<file path="config.mk">
export PLATFORM = sky130hd
export DESIGN_NAME = wss_weld_schedule_select
export DESIGN_NICKNAME = d
export VERILOG_FILES = /design/src/rtl/wss_pkg.sv /design/src/rtl/wss_weld_schedule_select.sv
export SDC_FILE = /design/constraint.sdc
export NUM_CORES = 1
export LEC_CHECK = 0
export BUFFER_PORTS_ARGS = -buffer_cell sky130_fd_sc_hd__buf_2
export CAP_MARGIN = 40
export CORE_MARGIN = 5
export CORE_UTILIZATION = 40
export DETAILED_ROUTE_END_ITERATION = 10
export PLACE_DENSITY = 0.68
export SYNTH_ARGS = -nofsm -noshare
export SYNTH_HDL_FRONTEND = slang
export SYNTH_SLANG_ARGS = --single-unit
</file>
<file path="constraint.sdc">
create_clock -name ref_clk -period 6.1 [get_ports ref_clk]
set_input_delay 0.305 -clock ref_clk [delete_from_list [all_inputs] [get_ports ref_clk]]
set_output_delay 0.305 -clock ref_clk [all_outputs]
set_load 0.005 [all_outputs]
</file>
<file path="src/rtl/wss_pkg.sv">
package wss_pkg;
   // ======================================================
   // schedule select modes
   localparam logic [1:0] WSS_MODE_INTERNAL = 2'h0;
   localparam logic [1:0] WSS_MODE_EXTERNAL = 2'h1;
   localparam logic [1:0] WSS_MODE_TWOHAND  = 2'h2;
   localparam logic [1:0] WSS_MODE_BINARY   = 2'h3;
   localparam logic [1:0] WSS_MODE_RESET    = WSS_MODE_INTERNAL;
   // ======================================================
   // schedule numbers
   localparam logic [5:0] WSS_SCHED_00  = 6'h00;
   localparam logic [5:0] WSS_SCHED_10  = 6'h0A;
   localparam logic [5:0] WSS_SCHED_20  = 6'h14;
   localparam logic [5:0] WSS_SCHED_30  = 6'h1E;
   localparam logic [5:0] WSS_SCHED_MAX = 6'h31;
   localparam logic [5:0] WSS_SCHED_CNT = 6'h32;
   // ======================================================
   // seam settings
   localparam logic [7:0] WSS_SEAM_SPOT    = 8'h00;
   localparam logic [7:0] WSS_SEAM_NONBEAT = 8'h06;
   localparam logic [3:0] WSS_SEAM_DLYCOMP = 4'h4;
   // ======================================================
   // timing
   localparam int WSS_CLK_MHZ      = 100;
   localparam int WSS_WINDOW_MS    = 500;
   localparam int WSS_WINDOW_CYC   = WSS_WINDOW_MS * 1000 * WSS_CLK_MHZ;
   localparam logic [1:0] WSS_BOARD_SETTLE = 2'h2;
   // ======================================================
   // carriers
   typedef struct packed {
      logic primary;
      logic second;
      logic third;
   } wss_init_t;
   typedef struct packed {
      logic       start;
      logic [5:0] sched;
      logic       twoHand;
      logic       chainAllowed;
      logic       nonBeat;
   } wss_start_t;
endpackage

</file>
<file path="src/rtl/wss_weld_schedule_select.sv">
// Summary of operation
// - setting 00 internal, 01 external, 02 two-hand, 03 binary select
// - reset leaves the setting at internal panel-dialed mode
// - internal: primary input starts on the panel schedule
// - internal: second input always starts schedule 10
// - internal: third input always starts schedule 20
// - external: second/third pick 00,10,20,30; primary starts it
// - external: panel ignored, only primary input initiates
// - change to internal mode clears schedules 10 and 20
// - two-hand: both inputs must close within 0.5 s
// - missed window shows error until all closed inputs release
// - two-hand: release before squeeze end retracts electrodes
// - chained two-hand: hold until last new-valve squeeze ends
// - board found after reset enables binary select in two-hand mode
// - setting 03 accepted only with the binary board present
// - binary: six bits choose schedule, primary starts, panel ignored
// - binary: second and third inputs still start 10 and 20
// - seam 06 runs non-beat weld alternating two heats, repeated
// - normal seam mode forbids chaining of schedules
// - binary value 50 or more is shown and used as 49
`timescale 1ns/1ns
module wss_weld_schedule_select
   import wss_pkg::*;
#(
   parameter int WINDOW_CYC = WSS_WINDOW_CYC
)(
   input  wire logic       ref_clk,
   input  wire logic       rst,
   input  wire wss_init_t  initPins,
   input  wire logic [5:0] binarySelectPins,
   input  wire logic       binarySelectOptionBoard,
   input  wire logic [1:0] modeSetting,
   input  wire logic       modeWrite,
   input  wire logic [5:0] panelSchedule,
   input  wire logic [7:0] seamSetting,
   input  wire logic       sequenceBusy,
   input  wire logic       squeezeActive,
   output logic [1:0]      scheduleSelectMode,
   output wss_start_t      startCmd,
   output logic            clearSchedules,
   output logic            twoHandError,
   output logic            retractElectrodes,
   output logic [5:0]      displaySchedule
);
   // ======================================================
   // input synchronisers
   wss_init_t  initMeta_reg, initSync_reg;
   logic [5:0] binMeta_reg, binSync_reg;
   logic       brdMeta_reg, brdSync_reg;
   wss_init_t  initPrev_reg;

   always_ff @(posedge ref_clk or posedge rst) begin
      if (rst) begin
         initMeta_reg <= '0;
         initSync_reg <= '0;
         initPrev_reg <= '0;
         binMeta_reg  <= 6'h00;
         binSync_reg  <= 6'h00;
         brdMeta_reg  <= 1'b0;
         brdSync_reg  <= 1'b0;
      end else begin
         initMeta_reg <= initPins;
         initSync_reg <= initMeta_reg;
         initPrev_reg <= initSync_reg;
         binMeta_reg  <= binarySelectPins;
         binSync_reg  <= binMeta_reg;
         brdMeta_reg  <= binarySelectOptionBoard;
         brdSync_reg  <= brdMeta_reg;
      end
   end

   function automatic logic [5:0] clampSched(input logic [5:0] v);
      clampSched = (v >= WSS_SCHED_CNT) ? WSS_SCHED_MAX : v;
   endfunction

   // ======================================================
   // mode setting and board detect
   logic [1:0] mode_reg, mode_next;
   logic       boardSeen_reg, boardSeen_next;
   logic       boardDone_reg, boardDone_next;
   logic [1:0] boardAge_reg, boardAge_next;
   logic       clear_reg, clear_next;

   always_comb begin
      mode_next      = mode_reg;
      clear_next     = 1'b0;
      boardAge_next  = boardAge_reg;
      boardDone_next = boardDone_reg;
      boardSeen_next = boardSeen_reg;
      // wait for the board synchroniser to refill after reset
      if (boardAge_reg != WSS_BOARD_SETTLE) begin
         boardAge_next = boardAge_reg + 2'h1;
      end else if (!boardDone_reg) begin
         boardDone_next = 1'b1;
         boardSeen_next = brdSync_reg;
      end
      if (modeWrite) begin
         if (modeSetting == WSS_MODE_BINARY) begin
            if (boardSeen_reg) begin
               mode_next = modeSetting;
            end
         end else begin
            mode_next = modeSetting;
         end
         if (modeSetting == WSS_MODE_INTERNAL && mode_reg != WSS_MODE_INTERNAL) begin
            clear_next = 1'b1;
         end
      end
   end

   always_ff @(posedge ref_clk or posedge rst) begin
      if (rst) begin
         mode_reg      <= WSS_MODE_RESET;
         boardSeen_reg <= 1'b0;
         boardDone_reg <= 1'b0;
         boardAge_reg  <= 2'h0;
         clear_reg     <= 1'b0;
      end else begin
         mode_reg      <= mode_next;
         boardSeen_reg <= boardSeen_next;
         boardDone_reg <= boardDone_next;
         boardAge_reg  <= boardAge_next;
         clear_reg     <= clear_next;
      end
   end

   // ======================================================
   // two-hand state machine
   typedef enum logic [3:0] {
      TH_IDLE  = 4'b0001,
      TH_WAIT  = 4'b0010,
      TH_RUN   = 4'b0100,
      TH_ERROR = 4'b1000
   } wss_th_t;

   wss_th_t     th_reg, th_next;
   logic [31:0] win_reg, win_next;
   logic        retract_reg, retract_next;
   logic        thStart;
   logic        bothHands, anyHand, anyInit;

   assign bothHands = initSync_reg.second & initSync_reg.third;
   assign anyHand   = initSync_reg.second | initSync_reg.third;
   assign anyInit   = anyHand | initSync_reg.primary;

   always_comb begin
      th_next      = th_reg;
      win_next     = win_reg;
      retract_next = 1'b0;
      thStart      = 1'b0;
      case (th_reg)
         TH_IDLE: begin
            win_next = 32'h0;
            if (mode_reg == WSS_MODE_TWOHAND && !sequenceBusy) begin
               if (bothHands) begin
                  th_next = TH_RUN;
                  thStart = 1'b1;
               end else if (anyHand) begin
                  th_next = TH_WAIT;
               end
            end
         end
         TH_WAIT: begin
            win_next = win_reg + 32'h1;
            if (bothHands) begin
               th_next = TH_RUN;
               thStart = 1'b1;
            end else if (!anyHand) begin
               th_next = TH_IDLE;
            end else if (win_reg >= 32'(WINDOW_CYC - 1)) begin
               th_next = TH_ERROR;
            end
         end
         TH_RUN: begin
            if (squeezeActive && !bothHands && mode_reg == WSS_MODE_TWOHAND) begin
               retract_next = 1'b1;
               th_next      = TH_ERROR;
            end else if (!sequenceBusy && !anyHand) begin
               th_next = TH_IDLE;
            end
         end
         TH_ERROR: begin
            if (!anyInit) begin
               th_next = TH_IDLE;
            end
         end
         default: th_next = TH_IDLE;
      endcase
   end

   always_ff @(posedge ref_clk or posedge rst) begin
      if (rst) begin
         th_reg      <= TH_IDLE;
         win_reg     <= 32'h0;
         retract_reg <= 1'b0;
      end else begin
         th_reg      <= th_next;
         win_reg     <= win_next;
         retract_reg <= retract_next;
      end
   end

   // ======================================================
   // initiation decode
   wss_start_t start_reg, start_next;
   logic [5:0] disp_reg, disp_next;
   logic       rise1, rise2, rise3;
   logic       errLatched_reg, errLatched_next;
   logic [5:0] binSched, extSched, panelOrBin;
   logic       seamNormal;

   assign rise1      = initSync_reg.primary & ~initPrev_reg.primary;
   assign rise2      = initSync_reg.second & ~initPrev_reg.second;
   assign rise3      = initSync_reg.third & ~initPrev_reg.third;
   assign binSched   = clampSched(binSync_reg);
   assign extSched   = {initSync_reg.third, initSync_reg.second} == 2'b11 ? WSS_SCHED_30 :
                       initSync_reg.third ? WSS_SCHED_20 :
                       initSync_reg.second ? WSS_SCHED_10 : WSS_SCHED_00;
   assign panelOrBin = boardSeen_reg ? binSched : panelSchedule;
   assign seamNormal = seamSetting != WSS_SEAM_SPOT && seamSetting != WSS_SEAM_NONBEAT;

   always_comb begin
      start_next              = '0;
      start_next.sched        = start_reg.sched;
      start_next.nonBeat      = seamSetting == WSS_SEAM_NONBEAT;
      start_next.chainAllowed = !seamNormal;
      disp_next               = disp_reg;
      errLatched_next         = th_reg == TH_ERROR;
      case (mode_reg)
         WSS_MODE_INTERNAL: begin
            disp_next = panelSchedule;
            if (!sequenceBusy) begin
               if (rise1) begin
                  start_next.start = 1'b1;
                  start_next.sched = panelSchedule;
               end else if (rise2) begin
                  start_next.start = 1'b1;
                  start_next.sched = WSS_SCHED_10;
               end else if (rise3) begin
                  start_next.start = 1'b1;
                  start_next.sched = WSS_SCHED_20;
               end
            end
         end
         WSS_MODE_EXTERNAL: begin
            disp_next = extSched;
            if (!sequenceBusy && rise1) begin
               start_next.start = 1'b1;
               start_next.sched = extSched;
            end
         end
         WSS_MODE_TWOHAND: begin
            disp_next = panelOrBin;
            if (thStart) begin
               start_next.start   = 1'b1;
               start_next.twoHand = 1'b1;
               start_next.sched   = panelOrBin;
            end else if (!sequenceBusy && rise1 && th_reg == TH_IDLE) begin
               start_next.start = 1'b1;
               start_next.sched = panelOrBin;
            end
         end
         WSS_MODE_BINARY: begin
            disp_next = binSched;
            if (!sequenceBusy) begin
               if (rise1) begin
                  start_next.start = 1'b1;
                  start_next.sched = binSched;
               end else if (rise2) begin
                  start_next.start = 1'b1;
                  start_next.sched = WSS_SCHED_10;
               end else if (rise3) begin
                  start_next.start = 1'b1;
                  start_next.sched = WSS_SCHED_20;
               end
            end
         end
         default: disp_next = panelSchedule;
      endcase
   end

   always_ff @(posedge ref_clk or posedge rst) begin
      if (rst) begin
         start_reg      <= '0;
         disp_reg       <= WSS_SCHED_00;
         errLatched_reg <= 1'b0;
      end else begin
         start_reg      <= start_next;
         disp_reg       <= disp_next;
         errLatched_reg <= errLatched_next;
      end
   end

   // ======================================================
   // outputs
   assign scheduleSelectMode = mode_reg;
   assign startCmd           = start_reg;
   assign clearSchedules     = clear_reg;
   assign twoHandError       = errLatched_reg;
   assign retractElectrodes  = retract_reg;
   assign displaySchedule    = disp_reg;
endmodule

</file>
# Word level (Yosys, flattened, before mapping)

Index checks and enable logic that the tools add are counted.

Register bits after elaboration: 84
Input port bits: 31
Output and inout bits: 21
Logic and storage cells: 124

Add/sub/neg operators: 2
Magnitude comparators: 2
Equality and inequality tests: 22
Muxes and demuxes: 38
Bitwise gates (word level): 11
Reduce and logical (&&, ||, !) cells: 21

Operators with widths:

| cell                                                                 | count |
|---|---|
| case mux 32 bit (2 select lines)                                     | 1 |
| 2-to-1 mux 7 bit                                                     | 9 |
| 2-to-1 mux 4 bit                                                     | 10 |
| adder 32 x 1 -> 32 bit (second input constant)                       | 1 |
| greater-or-equal comparator 32 x 26 -> 1 bit (second input constant) | 1 |
| case mux 7 bit (4 select lines)                                      | 1 |
| case mux 6 bit (4 select lines)                                      | 1 |
| case mux 4 bit (4 select lines)                                      | 1 |
| inequality test 2 bit (second input constant)                        | 7 |
| 2-to-1 mux 6 bit                                                     | 2 |
| 2-to-1 mux 5 bit                                                     | 2 |
| equality test 2 bit (second input constant)                          | 4 |
| equality test 8 x 3 -> 1 bit (second input constant)                 | 1 |
| logical AND 1 bit                                                    | 8 |
| 2-to-1 mux 1 bit                                                     | 8 |
| inequality test 8 x 3 -> 1 bit (second input constant)               | 1 |
| nonzero test 8 bit                                                   | 1 |
| greater-or-equal comparator 6 bit (second input constant)            | 1 |
| inequality test 3 bit (second input constant)                        | 2 |
| inverter 1 bit                                                       | 5 |
| AND reduction 5 bit                                                  | 1 |
| bitwise AND 1 bit                                                    | 4 |
| equality test 4 x 1 -> 1 bit (second input constant)                 | 1 |
| equality test 4 x 2 -> 1 bit (second input constant)                 | 1 |
| 14 further kinds                                                     | 22 |

# Depth between registers and ports, before layout

Depth after elaboration: 7
Mapped depth: 7
Mapped depth without buffers: 7

# Least setup slack after synthesis

OpenSTA, ideal clock, no wires.

Path type: register to register
Start point: register th_reg[0]
End point: register start_reg, in the netlist startCmd[7]
Library setup time: 0.082 ns
Arrival time: 2.010 ns
Required time: 6.018 ns
Path slack: 4.008 ns
Cell stages (with the launch flop): 6
Buffers on the path: 1
Clock period less this slack: 2.092 ns
Cells stage by stage: dfstp_2 > or4b_1 > buf_2 > o31ai_4 > mux2_2 > a31oi_1

Cells in the longest elaborated chain, start to end: 4
Elaborated cells between the ends (all ways): 8
Classes of those cells: eq/ne: 3; mux: 3; reduce/logical: 2

RTL lines:

| what                                                                                           | line                                                             | RTL |
|---|---|---|
| start: declaration                                                                             | wss_weld_schedule_select.sv:136                                  | `wss_th_t th_reg, th_next;` |
| start signal: assignment                                                                       | wss_weld_schedule_select.sv:197                                  | `th_reg <= th_next;` |
| equality test 4 x 2 -> 1 bit / equality test 4 x 1 -> 1 bit (equally long branches)            | wss_weld_schedule_select.sv:151, wss_weld_schedule_select.sv:258 |  |
| case mux 1 bit (2 select lines) / logical AND 1 bit (equally long branches)                    | wss_weld_schedule_select.sv:151, wss_weld_schedule_select.sv:258 |  |
| inequality test 3 x 2 -> 1 bit (no source line) / 2-to-1 mux 7 bit (equally long branches)     | -                                                                |  |
| AND reduction 4 bit (no source line) / case mux 7 bit (4 select lines) (equally long branches) | -                                                                |  |
| end signal: assignment                                                                         | wss_weld_schedule_select.sv:288                                  | `start_reg <= start_next;` |
| end: declaration                                                                               | wss_weld_schedule_select.sv:205                                  | `wss_start_t start_reg, start_next;` |

Several ways; a longest one is shown, not always the timed one.
A chain may end at the register's enable or synchronous reset.

# Final worst setup path

Ends and elaborated chain as after synthesis.

==> impl_metrics.ini <==
[status]
status = completed

[flow_run]
drv_cap = 0

[synth]
synth_area_leaders = dfrtp_1 52%, mux2i_1 4.8%, nand2_1 4.3%
ys_seq_area_frac = 0.530
synth_flop_cell = dfrtp_1
synthArstFlopShare = 1.00
netlist.area_leader.share = 0.523
synth_cells = 379
synth-seq-cells = 84
synth-simple-area-share = 0.209
synth.avg_cell_area_um2 = 10.5
yosysWarningCount = 0
synth-edff-count = 0
synthMuxAreaShare = 0.0564
netlist-cell-type-count = 57
synth.largest_area_cell = dfrtp_1
synth-xor-area-share = 0.00441
synth_top_family_by_area = simple AND/OR/NAND/NOR gates
synth.most_common_cell = dfrtp_1
synth_compound_area_frac = 0.151
synth_nets = 415
synthesis.area_um2 = 3970
synthAdderAreaFrac = 0.0158
synthTopCellsByCount = 83 x dfrtp_1, 45 x nand2_1, 28 x o21ai_0

[floorplanning]
num_rows = 36
pin_count = 52
start_util = 0.408
fp.coreArea_um2 = 9730
dieArea_um2 = 12000
die_y_um = 110
die_w_um = 110

[global_route]
grt_max_degree = 51
grt_util_all_layers = 0.154
grt_pass1_wl_um = 14600
grt_util_met1 = 0.210
antenna_found_initial = 0
met2_usage = 0.232
overflow = 0
use_met3 = 0.0446
top_usage_layer = met2
grt_pass1_vias = 3036

[cts]
cts.sinks = 84
ctsResizeCount = 0
clk_latency_ns = 0.36
cts_root_buffer = clkbuf_8
clk_pin_slew_ns = 0.09
cts-htree-levels = 3
postCtsSetupBuffers = 0
numCtsBuffers = 9
cts_buffer_depth = 2
cts_tree = done
cts-hold-fix-buffers = 0

[timing]
fmax_ghz = 0.401
worst_clock_skew_ns = 0.00844
slew-limit-headroom = 0.406
period_share = 0.408
finalSetupTns_ns = 0
worst_pin_slew_ns = 0.885
rsz0062_at_grt = no
hold_viol_final = 0
period_minus_slack_ns = 2.49
setup-violations-final = 0
slew_viol_final = 0

[detailed_routing]
vias = 3079
drtPass1Iterations = 5
via_per_inst = 5.42
post_drt_wl_per_cell_um = 14.7
drc = 0
postRouteAntennaNets = 0
wirelength_um = 8330
drt_iter0_drc = 278

[cells_and_area]
register_area_um2 = 2100
drive_gt1_frac = 0.200
multi_input_area_um2 = 1730
areaGrowthSynthToFinish_pct = 15.0
largest_reg_flops = 32
antenna_cells = 0
stdcell_count = 568
nFillCells = 947
final_net_count = 467

[power]
powerDensity_nw_per_um2 = 290
ir_drop_mv = 0.161
leakage_nw = 2.10

[critical_path]
crit_required_ns = 6.38
critical_path_class = reg -> reg
critPathLaunchType = flip-flop
critPathCaptureType = flip-flop
cp_data_arrival_time_ns = 2.78
path_max_fanout = 15

[placed_design]
io_buffers = 51
dp_hpwl_um = 5920
place_inst = 553
gp_congestion = 0.860

[hold_path]
hp-class = in -> async
critical path, stage by stage, from the launching register on:
cell	delay, ns
dfstp_2	0.60
or4b_1	0.77
o31ai_4	0.54
mux2_2	0.39
a31oi_1	0.13
layout make-up:
cell class | count | share of cell area
clock buffer | 10 | 0.0280
sequential | 84 | 0.461
clock inverter | 5 | 0.0137
timing repair buffer | 54 | 0.0669
multi-input combinational | 265 | 0.380
tap | 133 | 0.0365
inverter | 17 | 0.0143
per-layer routing:
| metal | up-vias | routed length [um] |
|---|---|---|
| met5 | - | 0 |
| met4 | 0 | 109 |
| li1 | 1492 | - |
| met2 | 97 | 3740 |
| met1 | 1483 | 3970 |
| met3 | 7 | 506 |
power by group:
group	internal (W)	total, W	switching, W	leakage (nW)
registers	0.000606	0.000651	0.0000457	1.07
clock network	0.000189	0.000391	0.000202	0.0890
logic	0.000115	0.000283	0.000168	0.940
total	0.000910	0.00132	0.000415	2.10
worst paths after layout:
path,start,slack (ns),end,depth (start not counted)
setup reg to reg,th_reg[0],3.61,startCmd[7],4
min in group ref_clk,binarySelectPins[5],0.05,binMeta_reg[5],1
hold / removal,rst,0.04,binSync_reg[5],3
setup / recovery,th_reg[0],3.61,startCmd[7],4
hold reg to reg,binMeta_reg[4],0.35,binSync_reg[4],0
max in group asynchronous,rst,5.41,th_reg[0],4
cells by family (layout without fill, tap and decap cells):
| group | after synthesis | count (layout) |
|---|---|---|
| xor+xnor | 2 | 2 |
| buf+inv | 30 | 86 |
| simple gates | 149 | 149 |
| mux | 22 | 22 |
| fa+ha+maj | 5 | 5 |
| flops | 84 | 84 |
| compound gates | 87 | 87 |
layout by cell type, fill, tap and decap left out, types with 10 or more instances in the layout:
master,netlist,routed
dfrtp_1,83,83
buf_2,4,51
nand2_1,45,45
o21ai_0,28,28
nand3_1,19,19
mux2i_1,19,19
nor2_1,17,17
inv_1,17,16
nand4_1,11,11
nor3_1,10,10
o31ai_1,10,10
through the flow:
| step | instance area [um2] | power [W] | util | hold WS, ns | setup slack (ns) |
|---|---|---|---|---|---|
| after floorplan | 3970 | 0.000851 | - | 0.331 | 3.63 |
| after global placement | 4330 | 0.000914 | 0.445 | 0.334 | 3.36 |
| after detailed placement | 4370 | 0.000940 | 0.450 | 0.337 | 3.62 |
| after CTS | 4560 | 0.00134 | 0.469 | 0.0289 | 3.62 |
| after global routing | 4560 | 0.00140 | 0.469 | 0.0243 | 3.48 |
| final | 4560 | 0.00132 | 0.469 | 0.0363 | 3.61 |
No activity file was read; power rests on OpenSTA's default activity.
